--- src/smd_pkg.sv ---
// Package with constants, register map and carrier types of the shutter motor control.
package smd_pkg;

	// Clock rate and base time units.
	localparam int CLK_HZ           = 100_000_000;
	localparam int STEP_UNIT_MS     = 100;
	localparam int CYC_PER_UNIT     = CLK_HZ / 1000 * STEP_UNIT_MS;
	localparam int LONG_PRESS_MS    = 500;
	localparam int LONG_PRESS_UNITS = LONG_PRESS_MS / STEP_UNIT_MS;
	localparam int DEAD_MIN_UNITS   = 1;
	localparam int DEAD_MAX_UNITS   = 50;
	localparam int STEP_MIN         = 1;
	localparam int STEP_MAX         = 120;
	localparam int POS_FULL         = 100;

	// Register byte offsets.
	localparam logic [7:0] REG_CTRL   = 8'h00;
	localparam logic [7:0] REG_TIMING = 8'h04;
	localparam logic [7:0] REG_CMD    = 8'h08;
	localparam logic [7:0] REG_STATUS = 8'h0C;

	// Control register fields.
	localparam int CTRL_INV      = 0;
	localparam int CTRL_BLIND    = 1;
	localparam int CTRL_NIGHT    = 2;
	localparam int CTRL_KEYS     = 3;
	localparam int CTRL_POSEN    = 4;
	localparam int CTRL_FBEN     = 5;
	localparam int CTRL_RECOV_LO = 6;

	// Timing register fields: dead time units [7:0], step factor [15:8], travel seconds [31:16].
	localparam int TIM_DEAD_LO   = 0;
	localparam int TIM_STEP_LO   = 8;
	localparam int TIM_TRAVEL_LO = 16;

	// Command register: write strobes each command; value in [15:8].
	localparam int CMD_MOVE = 0;
	localparam int CMD_STOP = 1;
	localparam int CMD_STEP = 2;
	localparam int CMD_POS  = 3;
	localparam int CMD_VAL  = 8;

	localparam logic [31:0] CTRL_RST   = 32'h0000_0018;
	localparam logic [31:0] TIMING_RST = 32'h003C_0305;

	typedef enum logic [1:0] {
		SMD_RECOV_NONE = 2'b00,
		SMD_RECOV_UP   = 2'b01,
		SMD_RECOV_DOWN = 2'b10
	} smd_recov_e;

	typedef enum logic [2:0] {
		SMD_IDLE = 3'b000,
		SMD_RUN  = 3'b001,
		SMD_DEAD = 3'b010,
		SMD_STEP = 3'b011
	} smd_state_e;

	typedef struct packed {
		logic up;
		logic down;
	} smd_relay_s;

	typedef struct packed {
		logic       valid;
		logic [7:0] pos;
	} smd_pos_s;

endpackage : smd_pkg

--- src/smd_top.sv ---
// Shutter motor direction control with AXI4-Lite configuration registers.
module smd_top
	import smd_pkg::*;
#(
	parameter int UNIT_CYC = smd_pkg::CYC_PER_UNIT
) (
	input  wire logic              aclk,
	input  wire logic              aresetn,
	input  wire logic              ce,
	input  wire logic [7:0]        s_axi_awaddr,
	input  wire logic              s_axi_awvalid,
	output logic                   s_axi_awready,
	input  wire logic [31:0]       s_axi_wdata,
	input  wire logic [3:0]        s_axi_wstrb,
	input  wire logic              s_axi_wvalid,
	output logic                   s_axi_wready,
	output logic [1:0]             s_axi_bresp,
	output logic                   s_axi_bvalid,
	input  wire logic              s_axi_bready,
	input  wire logic [7:0]        s_axi_araddr,
	input  wire logic              s_axi_arvalid,
	output logic                   s_axi_arready,
	output logic [31:0]            s_axi_rdata,
	output logic [1:0]             s_axi_rresp,
	output logic                   s_axi_rvalid,
	input  wire logic              s_axi_rready,
	input  wire logic              bus_power,
	input  wire logic              key_up,
	input  wire logic              key_down,
	output smd_pkg::smd_relay_s    relay,
	output logic                   led_night,
	output logic                   led_move,
	output logic                   move_rpt_valid,
	output logic                   move_rpt_down,
	output smd_pkg::smd_pos_s      pos_rpt
);
	import smd_pkg::*;

	if (UNIT_CYC < 2) begin : g_unit_chk
		$error("UNIT_CYC must be at least 2");
	end

	// Register file and AXI4-Lite slave.
	logic [31:0] ctrl_ff;
	logic [31:0] timing_ff;
	logic        aw_ff;
	logic        w_ff;
	logic [7:0]  awaddr_ff;
	logic [31:0] wdata_ff;
	logic        cmd_wr;
	logic [31:0] cmd_val;
	smd_state_e  state_ff;
	logic [7:0]  pos_ff;

	assign s_axi_awready = ~aw_ff & ~s_axi_bvalid;
	assign s_axi_wready  = ~w_ff & ~s_axi_bvalid;
	assign s_axi_arready = ~s_axi_rvalid;
	assign s_axi_bresp   = 2'h0;

	function automatic logic [31:0] merge(input logic [31:0] old, input logic [31:0] nw,
		input logic [3:0] be);
		logic [31:0] r;
		r = old;
		for (int i = 0; i < 4; i++) begin
			if (be[i]) r[8*i +: 8] = nw[8*i +: 8];
		end
		return r;
	endfunction : merge

	logic        wr_go;
	logic [7:0]  wa;
	logic [31:0] wd;
	assign wa    = aw_ff ? awaddr_ff : s_axi_awaddr;
	assign wd    = w_ff ? wdata_ff : s_axi_wdata;
	assign wr_go = (aw_ff | (s_axi_awvalid & s_axi_awready))
		& (w_ff | (s_axi_wvalid & s_axi_wready));
	assign cmd_wr  = ce & wr_go & (wa == REG_CMD);
	assign cmd_val = wd;

	always_ff @(posedge aclk) begin
		if (!aresetn) begin
			aw_ff        <= 1'b0;
			w_ff         <= 1'b0;
			awaddr_ff    <= 8'h00;
			wdata_ff     <= 32'h0000_0000;
			s_axi_bvalid <= 1'b0;
		end else if (ce) begin
			if (s_axi_bvalid && s_axi_bready) s_axi_bvalid <= 1'b0;
			if (wr_go) begin
				aw_ff        <= 1'b0;
				w_ff         <= 1'b0;
				s_axi_bvalid <= 1'b1;
			end else begin
				if (s_axi_awvalid && s_axi_awready) begin
					aw_ff     <= 1'b1;
					awaddr_ff <= s_axi_awaddr;
				end
				if (s_axi_wvalid && s_axi_wready) begin
					w_ff     <= 1'b1;
					wdata_ff <= s_axi_wdata;
				end
			end
		end
	end

	always_ff @(posedge aclk) begin
		if (!aresetn) begin
			ctrl_ff   <= CTRL_RST;
			timing_ff <= TIMING_RST;
		end else if (ce && wr_go) begin
			if (wa == REG_CTRL) ctrl_ff <= merge(ctrl_ff, wd, s_axi_wstrb);
			if (wa == REG_TIMING) timing_ff <= merge(timing_ff, wd, s_axi_wstrb);
		end
	end

	always_ff @(posedge aclk) begin
		if (!aresetn) begin
			s_axi_rvalid <= 1'b0;
			s_axi_rdata  <= 32'h0000_0000;
			s_axi_rresp  <= 2'h0;
		end else if (ce) begin
			if (s_axi_rvalid && s_axi_rready) s_axi_rvalid <= 1'b0;
			if (s_axi_arvalid && s_axi_arready) begin
				s_axi_rvalid <= 1'b1;
				s_axi_rresp  <= 2'h0;
				case (s_axi_araddr)
					REG_CTRL:   s_axi_rdata <= ctrl_ff;
					REG_TIMING: s_axi_rdata <= timing_ff;
					REG_CMD:    s_axi_rdata <= 32'h0000_0000;
					REG_STATUS: s_axi_rdata <= {19'h0_0000, state_ff, relay.down, relay.up,
						pos_ff};
					default: begin
						s_axi_rdata <= 32'h0000_0000;
						s_axi_rresp <= 2'h2;
					end
				endcase
			end
		end
	end

	// Configuration fields.
	logic       inv;
	logic       blind;
	logic [1:0] recov;
	logic [7:0] dead_u;
	logic [7:0] step_n;
	logic [15:0] travel_s;
	assign inv      = ctrl_ff[CTRL_INV];
	assign blind    = ctrl_ff[CTRL_BLIND];
	assign recov    = ctrl_ff[CTRL_RECOV_LO +: 2];
	assign dead_u   = timing_ff[TIM_DEAD_LO +: 8];
	assign step_n   = timing_ff[TIM_STEP_LO +: 8];
	assign travel_s = timing_ff[TIM_TRAVEL_LO +: 16];

	// Pin synchronisers: change accepted when second and third stages agree.
	logic [2:0] pwr_sy;
	logic [2:0] ku_sy;
	logic [2:0] kd_sy;
	logic       pwr_ff;
	logic       ku_ff;
	logic       kd_ff;
	always_ff @(posedge aclk) begin
		if (!aresetn) begin
			pwr_sy <= 3'h0;
			ku_sy  <= 3'h0;
			kd_sy  <= 3'h0;
			pwr_ff <= 1'b0;
			ku_ff  <= 1'b0;
			kd_ff  <= 1'b0;
		end else if (ce) begin
			pwr_sy <= {pwr_sy[1:0], bus_power};
			ku_sy  <= {ku_sy[1:0], key_up};
			kd_sy  <= {kd_sy[1:0], key_down};
			if (pwr_sy[1] == pwr_sy[2]) pwr_ff <= pwr_sy[2];
			if (ku_sy[1] == ku_sy[2]) ku_ff <= ku_sy[2];
			if (kd_sy[1] == kd_sy[2]) kd_ff <= kd_sy[2];
		end
	end

	// 100 ms time base.
	logic [31:0] pre_ff;
	logic        tick;
	assign tick = (pre_ff == 32'(UNIT_CYC - 1));
	always_ff @(posedge aclk) begin
		if (!aresetn) pre_ff <= 32'h0000_0000;
		else if (ce) pre_ff <= tick ? 32'h0000_0000 : pre_ff + 32'h0000_0001;
	end

	// Press length is counted in cycles, so a long press is strictly over the limit.
	localparam logic [31:0] LONG_CYC = 32'(LONG_PRESS_UNITS * UNIT_CYC);
	logic [31:0] held_ff;
	logic       key_dn_ff;
	logic       was_key_ff;
	logic       long_fire_ff;
	logic       key_any;
	logic       long_ev;
	logic       short_ev;
	assign key_any  = (ku_ff ^ kd_ff) & ctrl_ff[CTRL_KEYS] & pwr_ff;
	assign long_ev  = key_any & ~long_fire_ff & (held_ff == LONG_CYC);
	assign short_ev = ~key_any & was_key_ff & ~long_fire_ff & ctrl_ff[CTRL_KEYS];
	always_ff @(posedge aclk) begin
		if (!aresetn) begin
			held_ff      <= 32'h0000_0000;
			key_dn_ff    <= 1'b0;
			was_key_ff   <= 1'b0;
			long_fire_ff <= 1'b0;
		end else if (ce) begin
			was_key_ff <= key_any;
			if (key_any) begin
				key_dn_ff <= kd_ff;
				if (held_ff != LONG_CYC) held_ff <= held_ff + 32'h0000_0001;
				if (long_ev) long_fire_ff <= 1'b1;
			end else begin
				held_ff      <= 32'h0000_0000;
				long_fire_ff <= 1'b0;
			end
		end
	end

	// Motor state machine.
	logic        dir_ff;
	logic        pend_dir_ff;
	logic        has_tgt_ff;
	logic [7:0]  tgt_ff;
	logic [15:0] units_ff;
	logic [31:0] acc_ff;
	logic        pwr_d_ff;
	logic        move_req;
	logic        move_dn;
	logic        stop_req;
	logic        step_req;
	logic        step_dn;
	logic        moving;
	logic [31:0] per_pct;
	assign moving = (state_ff != SMD_IDLE);
	// Cycles per one percent of travel; each travel second is ten units.
	assign per_pct = 32'(travel_s) * 32'(UNIT_CYC) / 32'd10;

	always_comb begin
		move_req = 1'b0;
		move_dn  = 1'b0;
		stop_req = 1'b0;
		step_req = 1'b0;
		step_dn  = 1'b0;
		if (cmd_wr && cmd_val[CMD_MOVE]) begin
			move_req = 1'b1;
			move_dn  = cmd_val[CMD_VAL] ^ inv;
		end
		if (cmd_wr && cmd_val[CMD_POS] && ctrl_ff[CTRL_POSEN]
			&& cmd_val[CMD_VAL +: 8] != pos_ff) begin
			move_req = 1'b1;
			move_dn  = cmd_val[CMD_VAL +: 8] > pos_ff;
		end
		if (cmd_wr && cmd_val[CMD_STOP]) stop_req = 1'b1;
		if (cmd_wr && cmd_val[CMD_STEP]) begin
			if (moving || !blind) stop_req = moving;
			else begin
				step_req = 1'b1;
				step_dn  = cmd_val[CMD_VAL] ^ inv;
			end
		end
		if (long_ev) begin
			move_req = 1'b1;
			move_dn  = key_dn_ff;
		end
		if (short_ev) begin
			if (moving) stop_req = 1'b1;
			else if (blind) begin
				step_req = 1'b1;
				step_dn  = key_dn_ff;
			end
		end
		if (pwr_ff && !pwr_d_ff && recov != SMD_RECOV_NONE) begin
			move_req = 1'b1;
			move_dn  = (recov == SMD_RECOV_DOWN);
		end
	end

	always_ff @(posedge aclk) begin
		if (!aresetn) begin
			state_ff       <= SMD_IDLE;
			dir_ff         <= 1'b0;
			pend_dir_ff    <= 1'b0;
			has_tgt_ff     <= 1'b0;
			tgt_ff         <= 8'h00;
			units_ff       <= 16'h0000;
			acc_ff         <= 32'h0000_0000;
			pos_ff         <= 8'h00;
			pwr_d_ff       <= 1'b0;
			move_rpt_valid <= 1'b0;
			move_rpt_down  <= 1'b0;
			pos_rpt        <= '0;
		end else if (ce) begin
			pwr_d_ff       <= pwr_ff;
			move_rpt_valid <= 1'b0;
			pos_rpt.valid  <= 1'b0;
			if (!pwr_ff) begin
				state_ff <= SMD_IDLE;
			end else begin
				// Position estimate runs while a contact is energized.
				if (state_ff == SMD_RUN || state_ff == SMD_STEP) begin
					if (acc_ff + 32'd1 >= per_pct) begin
						acc_ff <= 32'h0000_0000;
						if (dir_ff && pos_ff < 8'(POS_FULL)) pos_ff <= pos_ff + 8'h01;
						if (!dir_ff && pos_ff != 8'h00) pos_ff <= pos_ff - 8'h01;
					end else acc_ff <= acc_ff + 32'd1;
				end
				if (tick && units_ff != 16'h0000) units_ff <= units_ff - 16'h0001;
				case (state_ff)
					SMD_IDLE: begin
						if (move_req) begin
							state_ff       <= SMD_RUN;
							dir_ff         <= move_dn;
							units_ff       <= 16'(travel_s * 16'd10 + 16'd1);
							has_tgt_ff     <= cmd_wr & cmd_val[CMD_POS];
							tgt_ff         <= cmd_val[CMD_VAL +: 8];
							move_rpt_valid <= 1'b1;
							move_rpt_down  <= move_dn;
						end else if (step_req) begin
							state_ff       <= SMD_STEP;
							dir_ff         <= step_dn;
							units_ff       <= 16'(step_n);
							has_tgt_ff     <= 1'b0;
							move_rpt_valid <= 1'b1;
							move_rpt_down  <= step_dn;
						end
					end
					SMD_RUN, SMD_STEP: begin
						if (stop_req || (move_req && move_dn != dir_ff)) begin
							state_ff    <= move_req ? SMD_DEAD : SMD_IDLE;
							pend_dir_ff <= move_dn;
							has_tgt_ff  <= cmd_wr & cmd_val[CMD_POS];
							tgt_ff      <= cmd_val[CMD_VAL +: 8];
							units_ff    <= 16'(dead_u) + 16'h0001;
							pos_rpt     <= '{valid: ctrl_ff[CTRL_FBEN], pos: pos_ff};
						end else if (units_ff == 16'h0000
							|| (has_tgt_ff && pos_ff == tgt_ff)) begin
							state_ff <= SMD_IDLE;
							pos_rpt  <= '{valid: ctrl_ff[CTRL_FBEN], pos: pos_ff};
						end else if (move_req) begin
							units_ff   <= 16'(travel_s * 16'd10 + 16'd1);
							has_tgt_ff <= cmd_wr & cmd_val[CMD_POS];
							tgt_ff     <= cmd_val[CMD_VAL +: 8];
						end
					end
					SMD_DEAD: begin
						if (stop_req) state_ff <= SMD_IDLE;
						else if (units_ff == 16'h0000) begin
							state_ff       <= SMD_RUN;
							dir_ff         <= pend_dir_ff;
							units_ff       <= 16'(travel_s * 16'd10 + 16'd1);
							move_rpt_valid <= 1'b1;
							move_rpt_down  <= pend_dir_ff;
						end
					end
					default: state_ff <= SMD_IDLE;
				endcase
			end
		end
	end

	// Contact outputs: only in run or step, never both, never without power.
	always_ff @(posedge aclk) begin
		if (!aresetn) begin
			relay     <= '0;
			led_night <= 1'b0;
			led_move  <= 1'b0;
		end else if (ce) begin
			relay.up   <= pwr_ff && (state_ff == SMD_RUN || state_ff == SMD_STEP) && !dir_ff;
			relay.down <= pwr_ff && (state_ff == SMD_RUN || state_ff == SMD_STEP) && dir_ff;
			led_night  <= pwr_ff && ctrl_ff[CTRL_NIGHT] && !moving;
			led_move   <= pwr_ff && moving;
		end
	end
endmodule : smd_top

--- config.mk ---
export PLATFORM = sky130hd
export DESIGN_NAME = smd_top
export DESIGN_NICKNAME = d
export VERILOG_FILES = /design/src/smd_pkg.sv /design/src/smd_top.sv
export SDC_FILE = /design/constraint.sdc
export NUM_CORES = 1
export LEC_CHECK = 0
export ABC_CLOCK_PERIOD_IN_PS = 23700
export BUFFER_PORTS_ARGS = -buffer_cell sky130_fd_sc_hd__buf_2
export CELL_PAD_IN_SITES_DETAIL_PLACEMENT = 0
export CELL_PAD_IN_SITES_GLOBAL_PLACEMENT = 1
export CORE_UTILIZATION = 36
export DETAILED_ROUTE_END_ITERATION = 10
export GPL_TIMING_DRIVEN = 0
export HOLD_SLACK_MARGIN = 0.12
export PLACE_DENSITY = 0.64
export SKIP_CTS_REPAIR_TIMING = 1
export SLEW_MARGIN = 20
export SYNTH_ARGS = -nofsm -noshare
export SYNTH_HDL_FRONTEND = slang
export SYNTH_SLANG_ARGS = --single-unit
--- constraint.sdc ---
create_clock -name aclk -period 23.7 [get_ports aclk]
set_input_delay 3.555 -clock aclk [delete_from_list [all_inputs] [get_ports aclk]]
set_output_delay 3.555 -clock aclk [all_outputs]
set_load 0.02 [all_outputs]
; After elaboration in Yosys (flattened, before gate mapping)
; Cells that the tools add are included.
[totals]
latch_bits = 0
mem_bits_rw = 0
romBits = 0
inputBits = 63
mem_count = 0
regBits = 306
out_inout_bits = 56
[op_classes]
shift = 0
magnitude_cmp = 3
n_div = 1
reduce_logical = 81
mux = 86
n_eq_ne = 28
n_addsub = 8
bitwise_logic = 26
multipliers = 2
[ops]
columns = cell, n
row1 = 32-bit 2-to-1 mux, 5
row2 = 16-bit 2-to-1 mux, 8
row3 = 32-bit by 1-bit adder with 32-bit output (second input constant), 3
row4 = 32-bit one-hot mux with 3 select lines, 1
row5 = 8-bit 2-to-1 mux, 6
row6 = 16-bit one-hot mux with 3 select lines, 1
row7 = 1-bit 2-to-1 mux, 47
row8 = 9-bit 2-to-1 mux, 4
row9 = 3-bit AND reduction, 11
row10 = 32-bit by 4-bit divider with 32-bit output (second input constant), 1
row11 = 32-bit by 24-bit == test with 1-bit output (second input constant), 1
row12 = 32-bit by 26-bit == test with 1-bit output (second input constant), 1
row13 = 32-bit >= comparator, 1
row14 = 32-bit by 26-bit != test with 1-bit output (second input constant), 1
row15 = 1-bit logical AND, 25
row16 = 16-bit by 17-bit multiplier with 25-bit output (second input constant), 1
row17 = 8-bit by 4-bit == test with 1-bit output (second input constant), 3
row18 = 2-bit AND reduction, 12
row19 = 3-bit 2-to-1 mux, 7
row20 = 2-bit nonzero test, 9
row21 = 16-bit by 1-bit adder with 16-bit output (second input constant), 1
row22 = 8-bit by 3-bit == test with 1-bit output (second input constant), 2
row23 = 16-bit logical NOT, 1
row24 = 8-bit logical NOT, 2
row25 = 37 further kinds, 81

; Logic depth before layout (Yosys ltp)
; Gate-level depths: netlist of the first run.
[depth]
word_depth = 19
mapped_depth = 123
depth_no_buf = 108

; Least setup slack after synthesis of the first run
; OpenSTA, ideal clock, no wires.
[synth_path]
kind = register -> register
start = register timing_ff[28]
end = register acc_ff[18]
required_time_ps = 23624
stages_incl_launch_ff = 114
path_slack_ps = 1729
arrival_ps = 21896
setup_time_ps = 76
period_less_slack_ps = 21971
n_path_buf = 11
path_cell_list = dfxtp_1 ha_1 xor2_1 ha_1 a21oi_1 fa_1 inv_1 fa_1 fa_1 inv_1 fa_1 inv_1 ha_1 buf_2 nor2_1 or3_1 a41oi_2 o21ai_2 [... 78 more ...] a21o_1 a21o_1 a21o_1 a21o_1 a21o_1 a21o_1 a21o_1 a21o_1 a21oi_1 nor2b_1 o21ai_0 nand2b_1 a2111oi_0 clkbuf_1 clkbuf_1 clkbuf_1 nand3_1 a21boi_0
[synth_between]
elab_chain_len = 4
[synth_rtl]
columns = element, line
row1 = start: declaration, smd_top.sv:45  ; logic [31:0] timing_ff;
row2 = start signal: assignment, smd_top.sv:112  ; if (wa == REG_TIMING) timing_ff <= merge(timing_ff, wd, s_axi_wstrb);
row3 = 16-bit by 17-bit multiplier with 25-bit output, smd_top.sv:237  ; assign per_pct = 32'(travel_s) * 32'(UNIT_CYC) / 32'd10;
row4 = 32-bit by 4-bit divider with 32-bit output, smd_top.sv:237
row5 = 32-bit >= comparator, smd_top.sv:302  ; if (acc_ff + 32'd1 >= per_pct) begin
row6 = 32-bit 2-to-1 mux, smd_top.sv:302
row7 = end signal: assignment, smd_top.sv:306  ; end else acc_ff <= acc_ff + 32'd1;
row8 = end: declaration, smd_top.sv:226  ; logic [31:0] acc_ff;
; Every way passes these cells.
; A chain may end at the register's enable or synchronous reset.

; Worst setup path in the final report of the first run
[layout_path]
start = register timing_ff[30]
end = register pos_ff[4]
[layout_between]
elab_chain_len = 4
[layout_rtl]
columns = element, line
row1 = 16-bit by 17-bit multiplier with 25-bit output, smd_top.sv:237
row2 = 32-bit by 4-bit divider with 32-bit output, smd_top.sv:237
row3 = 32-bit >= comparator, smd_top.sv:302
row4 = 5-bit AND reduction (no source line), n/a
row5 = end signal: assignment, smd_top.sv:304  ; if (dir_ff && pos_ff < 8'(POS_FULL)) pos_ff <= pos_ff + 8'h01;
row6 = end signal: assignment, smd_top.sv:305  ; if (!dir_ff && pos_ff != 8'h00) pos_ff <= pos_ff - 8'h01;
row7 = end: declaration, smd_top.sv:53  ; logic [7:0] pos_ff;
; Every way passes these cells.

==> results of run 1 <==
[area by class of cell]
type	count	area [µm²]	share of cell area [%]
buffer	163	827	2.85
sequential	304	6120	21.1
clock buffer	56	1150	3.97
tap	873	1090	3.77
inverter	184	707	2.44
clock inverter	10	114	0.393
timing repair buffer	170	1010	3.49
multi-input combinational	2409	18000	62.0
antenna	2	5.00	0.0173
[Yosys cell counts, types with 17 or more instances]
| cell | number | area [µm²] |
|---|---|---|
| xnor2_1 | 81 | 709 |
| buf_2 | 27 | 135 |
| a31oi_1 | 29 | 181 |
| o211ai_1 | 17 | 128 |
| nand4_1 | 30 | 188 |
| a21oi_1 | 133 | 666 |
| o211a_1 | 59 | 591 |
| a22oi_1 | 24 | 180 |
| nor4_1 | 28 | 175 |
| and2_1 | 56 | 350 |
| nand2b_1 | 20 | 125 |
| nor2_1 | 213 | 800 |
| nor3_1 | 61 | 305 |
| mux2i_1 | 101 | 1010 |
| clkbuf_1 | 123 | 462 |
| fa_1 | 62 | 1240 |
| o21ai_0 | 162 | 811 |
| nor2b_1 | 81 | 507 |
| and3_1 | 44 | 275 |
| nand3_1 | 117 | 586 |
| xor2_1 | 91 | 797 |
| or3_1 | 24 | 150 |
| inv_1 | 181 | 679 |
| ha_1 | 183 | 2290 |
| a211oi_1 | 23 | 173 |
| a21boi_0 | 63 | 473 |
| nand2_1 | 383 | 1440 |
| dfxtp_1 | 304 | 6090 |
| a21o_1 | 38 | 285 |
[final timing paths]
| check | endpoint | depth (start not counted) | from |
|---|---|---|---|
| worst max-delay path | pos_ff[4] | 112 | timing_ff[30] |
| worst min-delay path | acc_ff[24] | 2 | acc_ff[24] |
| worst max register to register | pos_ff[4] | 112 | timing_ff[30] |
| worst min register to register | acc_ff[24] | 2 | acc_ff[24] |
[kinds of logic (layout without fill, tap and decap cells)]
kind of cell	count (synthesis)	count (layout)	share of synthesized area, %
buffers and inverters	352	583	5.77
AOI/OAI and AO/OA	756	756	22.1
xor gates and xnor gates	173	173	6.22
other	1	5	0.0153
muxes	107	107	4.42
adders and majority gates	248	248	14.5
DFF	304	304	24.8
and+or+nand+nor	1122	1122	22.3
[power by group]
part | leakage [nW] | total [mW] | switching, mW | internal, mW
clock | 0.624 | 0.594 | 0.237 | 0.357
combinational | 9.46 | 3.95 | 2.19 | 1.76
sequential | 2.46 | 0.517 | 0.00281 | 0.514
[metrics by stage]
step           utilization [%]  setup WS (ns)  hold slack (ns)  TNS [ns]  instances
6_report                  43.0          0.969            0.451         0       4171
3_5_place_dp              39.0          -2.26            0.458    -66.44       4052
5_1_grt                   43.0         -0.101            0.483     -1.63       4169
4_1_cts                   40.8          -2.39            0.466    -71.30       4118
3_3_place_gp              39.0          -3.52            0.451   -115.18       4051
2_1_floorplan                -           1.73            0.434         0       3065
[flip-flops by register name, summed over array words and instances, names as in the netlist, 2 cells and up]
register	cells
pwr_sy	3
kd_sy	3
ku_sy	3
state_ff	2
pos_ff	8
awaddr_ff	8
timing_ff	32
tgt_ff	8
pre_ff	32
acc_ff	32
units_ff	16
s_axi_rdata	32
ctrl_ff	32
relay	2
held_ff	32
pos_rpt	9
wdata_ff	32
[tightest hold or removal path: stages (launching register included)]
cell      delay [ns]
dfxtp_1         0.31
nand2_1         0.05
a21boi_1        0.05
[routing by layer]
| metal | routed length (µm) | GRT usage, % |
|---|---|---|
| met2 | 38900 | 38.6 |
| met5 | 0 | 0 |
| met1 | 38000 | 30.7 |
| met4 | 2390 | 6.62 |
| met3 | 4040 | 3.03 |
==> summary.md, run 1 <==
| Metric | Value |
|---|---|
| Run status | finished, final reports clean |
| Highest clock rate | roughly 44 MHz |
| Routed wire length | between 80000 and 90000 µm |
| Slowest cell delay on critical path | between 0.5 and 0.6 ns |
| Cells after synthesis | 3063 |
| Total GRT Usage | 23.0% |
| Remaining DRCs | 0 |
| Via count | 23342 |
| Setup skew after layout | approximately 0.018 ns |
| Sinks on the clock net | 304 |
| Number of nets at the end of the flow | 3577 |
| Distinct cells, synth | approximately 120 |
| Crit share post-route | between 90% and 100% |
| Slew at the pin closest to its max-slew limit | 1.25 ns |
| Boundary pin count | around 120 |
| Number of synthesized flops with an enable pin | 0 |
| Most frequently used flop master after synthesis | dfxtp_1 |
| Critical path peak fanout | 10 |
| Clock network latency to the later pin of the worst-skew pair | approximately 0.54 ns |
| First-pass GRT wire length | about 130000 µm |
| Final Hold Vio Count | 0 |
| Reported leakage power | 12.5 nW |
| Crit path kind | flip-flop to flip-flop |
| Number of cell rows | 95 |
| Number of buffers inserted by port buffering | 113 |
| TritonCTS clock tree | done |
| Initial antenna violation count | 2 |
| Total count of max-transition violations in the final report | 0 |
| Max clock buf depth | 3 |
| Vertical die dimension | roughly 260 µm |
| Largest net degree at the start of global routing | 13 |
| Critical Path Source Type | flip-flop |
| Number of buffers created by CTS | 37 |
| WP data arrival | 23.16 ns |
| Clk root buf | clkbuf_16 |
| Sequential area share after synthesis | 24.8% |
| Number of optimization iterations in the first detailed-route pass | 5 |
| Max-capacitance violation count | 0 |
| Core Footprint | between 60000 and 70000 µm² |
| Mean instance size in the synthesized netlist | about 8 µm² |
| Antenna-violating nets left | 0 |
| Crit-path slowest cell | fa_1 |
| Final setup fails | 0 |
| Maximum level of the CTS H-tree | 2 |
| Max IR drop VDD | between 0.4 and 0.5 mV |
| Number of buffer and inverter stages on the critical path | 18 |
| Hold crit path type | flip-flop to flip-flop |
| Estimated wirelength of the detail-placed design | 63800 µm |
| Vias in the first global route | around 22000 |
| Most used cells in the layout excluding fill and tap cells | nand2_1 (379), dfxtp_1 (290), nor2_1 (204) |
| Die boundary width | 263 µm |
| Final weighted congestion in routability-driven placement | slightly below 0.9 |
| Overall Power | around 5 mW |
| Area of the mapped netlist | 24600 µm² |
| Warnings from Yosys | 0 |
| Initial cell density of the core | 36.5% |
| Element type at the critical path end | flip-flop |
| Min cycle time layout | around 23 ns |
| Max-slew headroom | 15.8% |
| Commonest non-fill, non-tap cell in the layout | nand2_1 |
| Crit-path most repeated cell | a21o_1 |
| Mean routed wirelength per cell | between 15 and 20 µm |
| Routed via count divided by cell count | between 5 and 6 |
| Congestion Overflow GR | 0 |
| Family with the most delay on the worst path | compound AO/OA/AOI/OAI gates |
| WP data required | 24.13 ns |
| Filler cell count in the final layout | ~6800 |
| Area delta synth->final | 17.9% |
| Total die area | 69300 µm² |
| Finished layout cell area | 29000 µm² |
| Async SR Flop Fraction | 0% |
| FF-to-FF setup slack | 0.97 ns |
| Iter 0 DRT Violations | ~1700 |
| Synth Register Bits | roughly 300 |
| CTS clock-pin slew for the worst setup and hold paths | 0.06 ns |
| Instance area at placement | 26300 µm² |
| Cell area power density | 174 nW/µm² |
| Proportion of layout cells with a drive suffix above 1 | ~15% |
Note: power is estimated with default switching activity, not from simulation.
==> run 2: changes to the inputs <==
ABC_AREA = 1   (was default)
CORE_UTILIZATION = 41   (was 36)
PLACE_DENSITY = 0.74   (was 0.64)
==> run 2 against run 1 <==
Sequential share of layout area up 2.3 points; die area down 17%; worst hold slack better by 0.0028 ns; flip-flop and latch count unchanged; worst setup slack better by 2.4 ns; critical path depth up 36; via count down 5.3%; critical path type unchanged; critical endpoint is now acc_ff[20].
==> summary.md, run 2 <==
| Metric | Value |
|---|---|
| Hold Path Cell Cnt | 2 (unchanged) |
| Final Hold Vio Count | 0 (unchanged) |
| Number of cell rows | 86 (-9.5%) |
| Critical path peak fanout | 10 (unchanged) |
| Max-capacitance violation count | 0 (unchanged) |
| Most frequently used flop master after synthesis | dfxtp_1 |
| Total die area | 57300 µm² (-17%) |
| Routed via count divided by cell count | 5.17 (-7.7%) |
| Proportion of layout cells with a drive suffix above 1 | 11.4% (-3.1 points) |
| Mean routed wirelength per cell | 16.3 µm (-18%) |
| Die boundary width | 239 µm (-9.1%) |
| Worst reg2reg path endpoint | acc_ff[20] |
| Slew at the pin closest to its max-slew limit | 1.09 ns (-0.162 ns) |
| Total count of max-transition violations in the final report | 0 (unchanged) |
| Remaining DRCs | 0 (unchanged) |
| Boundary pin count | 119 (unchanged) |
| Distinct cells, synth | 65 (-48%) |
| Unrepaired setup endpoints after global routing | no |
| Estimated wirelength of the detail-placed design | 56200 µm (-12%) |
| Diodes inserted | 0 (-2) |
| Warnings from Yosys | 0 (unchanged) |
| Final setup fails | 0 (unchanged) |
| Iter 0 DRT Violations | 1297 (-26%) |
| WP data required | 24.18 ns (+0.05 ns) |
| Critical Path Source Type | flip-flop |
| Clk root buf | clkbuf_16 |
| Final-layout setup total negative slack | 0 ns (unchanged) |
| Synth cell count leaders | nand2_1 (660), inv_1 (504), dfxtp_1 (304) |
| Crit-path slowest cell | fa_1 |
| Maximum level of the CTS H-tree | 2 (unchanged) |
| Largest net degree at the start of global routing | 13 (unchanged) |
| Sinks on the clock net | 304 (unchanged) |
| Number of synthesized flops with an enable pin | 0 (unchanged) |
| Max-slew headroom | 27.2% (+11 points) |
| TritonCTS clock tree | done |
| Initial cell density of the core | 41.7% (+5.2 points) |
| FF-to-FF setup slack | 3.32 ns (+2.35 ns) |
| Worst hold start | ctrl_ff[29] |
| Vias in the first global route | 21262 (-4.4%) |
| Endpoint of the worst hold path | ctrl_ff[29] |
| CTS clock-pin slew for the worst setup and hold paths | 0.06 ns (about the same) |
| Reg-to-reg critical path startpoint | timing_ff[30] |
| Area contributors post-synth | dfxtp_1 (26%), nand2_1 (11%), ha_1 (9.9%), inv_1 (8.2%), a21oi_1 (5.7%) |
| Crit share post-route | 86.0% (-9.9 points) |
| Number of nets at the end of the flow | 3809 (+6.5%) |
| Hold crit path type | flip-flop to flip-flop |
| Number of buffers inserted by port buffering | 114 (+0.88%) |
| Element type at the critical path end | flip-flop |
| Via count | 22109 (-5.3%) |
| Synth Register Bits | 304 (unchanged) |
| Commonest non-fill, non-tap cell in the layout | nand2_1 |
| Initial antenna violation count | 1 (-1) |
| Total GRT Usage | 24.3% (+1.3 points) |
| Number of optimization iterations in the first detailed-route pass | 5 (unchanged) |
| Routed wire length | 69800 µm (-16%) |
| Sequential area share after synthesis | 26.3% (+1.6 points) |
| Core Footprint | 55400 µm² (-18%) |
| Cell type with the highest aggregate area in the netlist | dfxtp_1 |
| Crit path kind | flip-flop to flip-flop |
| Number of buffer and inverter stages on the critical path | 22 (+4) |
| WP data arrival | 20.86 ns (-2.30 ns) |
| Antenna-violating nets left | 0 (unchanged) |
| Vertical die dimension | 239 µm (-9.1%) |
| Cells after synthesis | 3345 (+9.2%) |
| Congestion Overflow GR | 0 (unchanged) |
| Area of the mapped netlist | 23100 µm² (-6.1%) |
| Family with the most delay on the worst path | simple AND/OR/NAND/NOR gates |
| Filler cell count in the final layout | 5733 (-16%) |
| Min cycle time layout | 20.38 ns (-2.35 ns) |
| Clock network latency to the later pin of the worst-skew pair | 0.58 ns (+0.04 ns) |
| Number of buffers created by CTS | 38 (+2.7%) |
| Crit-path most repeated cell | nand2_1 |
| Area delta synth->final | 12.3% |
| Max clock buf depth | 3 (unchanged) |
| Most used cells in the layout excluding fill and tap cells | nand2_1 (660), inv_1 (504), dfxtp_1 (304) |
| Mean instance size in the synthesized netlist | 6.90 µm² (-14%) |
| Highest clock rate | 49.1 MHz (+12%) |
| Run status | finished, final reports clean |
| Slowest cell delay on critical path | 0.55 ns (+0.02 ns) |
| Final weighted congestion in routability-driven placement | 0.924 (+5.0%) |
| Async SR Flop Fraction | 0% (unchanged) |
| Leading cell type by number of instances after synthesis | nand2_1 |
| Worst reg-to-reg path cell count | 148 (+32%) |
| First-pass GRT wire length | 111000 µm (-13%) |
| Area share of the largest cell type after synthesis | 26.3% (+1.6 points) |
| Setup skew after layout | 0.0309 ns (+0.0130 ns) |
## run 2: cell count changes after synthesis, sizes merged, moves of 61 or more
cell,before,now
nand2,384,762
inv,182,553
a21oi,135,265
mux2i,101,1
nand3,119,209
nor2b,81,0
a21boi,64,1
nor2,214,275
## run 2: through the flow
stage	setup WS, ns	hold WS [ns]	instances	util [%]	instance area [µm²]
6_report	3.32	0.454	4279	46.8	25900
5_1_grt	1.19	0.477	4279	46.8	25900
4_1_cts	3.10	0.455	4279	46.8	25900
3_5_place_dp	3.22	0.447	4209	44.4	24600
3_3_place_gp	3.69	0.440	4209	44.4	24600
2_1_floorplan	7.08	0.429	3347	-	23100
## run 2: final cells by class
class	instances	area (µm²)	area share, %
Timing Repair Buffer	114	571	2.20
Sequential cell	304	6090	23.5
Clock inverter	16	220	0.849
Tap cell	748	936	3.61
Inverter	563	2130	8.23
Clock buffer	54	1110	4.28
Multi-Input combinational cell	2392	14500	56.0
Buffer	88	345	1.33
## run 2: cell families (layout without fill, tap and decap cells)
family          count (synthesis)  after routing  share of synthesized area [%]
mux                             1              1                         0.0433
compound gates                621            621                           15.1
buf+inv                       651            835                           10.7
simple gates                 1431           1431                           29.0
xor+xnor                       91             91                           3.45
fa+ha+maj                     245            245                           15.3
other cells                     1              3                         0.0162
flops                         304            304                           26.3
## run 2: how the worst max path moves through the flow
stage | start | to | slack (ns) | cells after the start
2_1_floorplan | timing_ff[30] | acc_ff[19] | 7.08 | 154
3_3_place_gp | timing_ff[17] | acc_ff[26] | 3.69 | 150
3_5_place_dp | timing_ff[30] | acc_ff[27] | 3.22 | 150
4_1_cts | timing_ff[30] | acc_ff[21] | 3.10 | 150
5_1_grt | timing_ff[28] | acc_ff[28] | 1.19 | 149
6_report | timing_ff[30] | acc_ff[20] | 3.32 | 148
## run 2: worst min-delay path: cells and delay by family, from the launching register on
kind	cells	cell delay, ns
flops	1	0.29
buf+inv	1	0.06
compound gates	1	0.05
## run 2: per-layer routing
layer	up-vias	routed length [µm]	track usage, %
met5	-	0	0
met4	0	2500	9.09
met3	118	3060	2.92
met2	447	33100	42.2
met1	10293	31100	30.7
li1	11251	-	-
Power of run 2 is not shown: default switching activity piles up to over one toggle a cycle in this logic, so the estimate is an artifact.
==> run 3: changes to the inputs <==
BUFFER_PORTS_ARGS = default   (was -buffer_cell sky130_fd_sc_hd__buf_2)
CORE_UTILIZATION = 43   (was 41)
DONT_BUFFER_PORTS = 1   (was default)
PLACE_DENSITY = 0.75   (was 0.74)
==> run 3 against run 2 <==
Flip-flop and latch count unchanged; register-to-register slack about the same; via count down 1.2%; non-clock buffer count down 114; final cell count down 4.1%; sequential share of layout area up 0.63 points; clock skew down 0.0042 ns; design area down 2.6%; fmax about the same; critical endpoint is now acc_ff[27].
==> summary.md, run 3 (same netlist as run 2, synthesis figures left out) <==
| Metric | Value |
|---|---|
| Run status | finished, final reports clean |
| Core Footprint | 52900 µm² (-4.6%) |
| Routed wire length | 69100 µm (-0.91%) |
| Die boundary width | 234 µm (-2.3%) |
| Commonest non-fill, non-tap cell in the layout | nand2_1 |
| Worst slack on hold paths | 0.453 ns (-0.000952 ns) |
| Utilization after layout | 47.8% (+0.98 points) |
| Max-slew headroom | 19.6% (-7.6 points) |
| Crit share post-route | 86.0% (about the same) |
| Final setup fails | 0 (unchanged) |
| Proportion of layout cells with a drive suffix above 1 | 8.43% (-3.0 points) |
| Slew at the pin closest to its max-slew limit | 1.20 ns (+0.112 ns) |
| Reg-to-reg critical path startpoint | timing_ff[21] |
| Most used cells in the layout excluding fill and tap cells | nand2_1 (660), inv_1 (504), dfxtp_1 (304) |
| Vias in the first global route | 20920 (-1.6%) |
| Worst hold start | ctrl_ff[21] |
| Critical Path Source Type | flip-flop |
| Hold Path Cell Cnt | 2 (unchanged) |
| Maximum level of the CTS H-tree | 2 (unchanged) |
| Highest clock rate | 49.1 MHz (about the same) |
| Boundary pin count | 119 (unchanged) |
| Final weighted congestion in routability-driven placement | 0.914 (-1.1%) |
| TritonCTS clock tree | done |
| Final-layout setup total negative slack | 0 ns (unchanged) |
| Remaining DRCs | 0 (unchanged) |
| Unrepaired setup endpoints after global routing | no |
| Total GRT Usage | 25.2% (+0.86 points) |
| Number of cell rows | 84 (-2.3%) |
| Routed via count divided by cell count | 5.32 (+3.0%) |
| Area delta synth->final | 9.39% |
| Critical path peak fanout | 10 (unchanged) |
| Max clock buf depth | 3 (unchanged) |
| Clk root buf | clkbuf_16 |
| Antenna-violating nets left | 0 (unchanged) |
| Mean routed wirelength per cell | 16.9 µm (+3.3%) |
| Crit-path most repeated cell | nand2_1 |
| WP data arrival | 20.87 ns (about the same) |
| Crit path kind | flip-flop to flip-flop |
| Initial antenna violation count | 1 (unchanged) |
| Crit-path slowest cell | dfxtp_1 |
| WP data required | 24.19 ns (about the same) |
| Clock network latency to the later pin of the worst-skew pair | 0.58 ns (about the same) |
| Vertical die dimension | 234 µm (-2.3%) |
| Number of buffers inserted by port buffering | 0 (-100%) |
| Min cycle time layout | 20.38 ns (+0.000370 ns) |
| Setup skew after layout | 0.0268 ns (-0.00417 ns) |
| Largest net degree at the start of global routing | 13 (unchanged) |
| Iter 0 DRT Violations | 1121 (-14%) |
| Hold crit path type | flip-flop to flip-flop |
| Total die area | 54600 µm² (-4.6%) |
| First-pass GRT wire length | 109000 µm (-1.6%) |
| Diodes inserted | 0 (unchanged) |
| Sinks on the clock net | 304 (unchanged) |
| Worst reg-to-reg path cell count | 152 (+2.7%) |
| Initial cell density of the core | 43.7% (+2.0 points) |
| Estimated wirelength of the detail-placed design | 55400 µm (-1.4%) |
| Number of buffers created by CTS | 39 (+2.6%) |
| Element type at the critical path end | flip-flop |
| CTS clock-pin slew for the worst setup and hold paths | 0.06 ns (about the same) |
| Number of nets at the end of the flow | 3696 (-3.0%) |
| FF-to-FF setup slack | 3.32 ns (about the same) |
| Most congested layer reported by global routing | met2 |
| Met3 demand-to-capacity share in global routing | 4.00% (+1.1 points) |
| Met1 GRT Util | 31.7% (+1.0 points) |
| Number of optimization iterations in the first detailed-route pass | 7 (+2) |
| Worst reg2reg path endpoint | acc_ff[27] |
| Total count of max-transition violations in the final report | 0 (unchanged) |
| Slowest cell delay on critical path | 0.67 ns (+0.12 ns) |
| Congestion Overflow GR | 0 (unchanged) |
| Met2 Use GR | 43.0% (+0.73 points) |
| Max-capacitance violation count | 0 (unchanged) |
| Via count | 21841 (-1.2%) |
| Endpoint of the worst hold path | ctrl_ff[21] |
| Final Hold Vio Count | 0 (unchanged) |
-- run 3: cell types whose count changed in the layout (fill, tap and decap cells not counted), sizes merged --
cell,previous run,this run
buf,119,5
clkinv,15,18
clkbuf,137,136
bufinv,4,3
clkinvlp,4,1
-- run 3: metal layers --
metal  wire length [µm]  part of all wire (%)
met4               2380                   3.4
met5                  0                     0
met3               3490                   5.1
met1              30600                    44
met2              32700                    47
-- run 3: critical path, delay by kind of cell (launching register included) --
| family | cells | cell delay, ns |
|---|---|---|
| and+or+nand+nor | 104 | 10.08 |
| adders and majority gates | 13 | 4.32 |
| buffers and inverters | 25 | 3.00 |
| AOI/OAI and AO/OA | 10 | 2.24 |
| DFF | 1 | 0.67 |
-- run 3: cell type report --
cell class	count	area, µm²
Tap cell	688	861
Clock buffer	53	1120
Buffer	88	345
Fill cell	5404	27600
Multi-Input combinational cell	2392	14500
Sequential cell	304	6090
Clock inverter	15	183
Inverter	563	2130
-- run 3: worst max-delay path by stage --
stage | start | endpoint | slack [ns] | cells after the start
2_1_floorplan | timing_ff[30] | acc_ff[19] | 7.08 | 154
3_3_place_gp | timing_ff[21] | acc_ff[27] | 3.61 | 150
3_5_place_dp | timing_ff[17] | acc_ff[27] | 3.26 | 148
4_1_cts | timing_ff[21] | acc_ff[27] | 3.16 | 148
5_1_grt | timing_ff[21] | acc_ff[28] | 1.36 | 152
6_report | timing_ff[21] | acc_ff[27] | 3.32 | 152
-- run 3: stage by stage --
stage	worst slack, ns	instance area (µm²)	instances
global route	1.36	25300	4103
global placement	3.61	24000	4035
detailed placement	3.26	24000	4035
finish	3.32	25300	4103
CTS	3.16	25300	4103
floorplan	7.08	23100	3347
Power of run 3 is left out for the same reason.
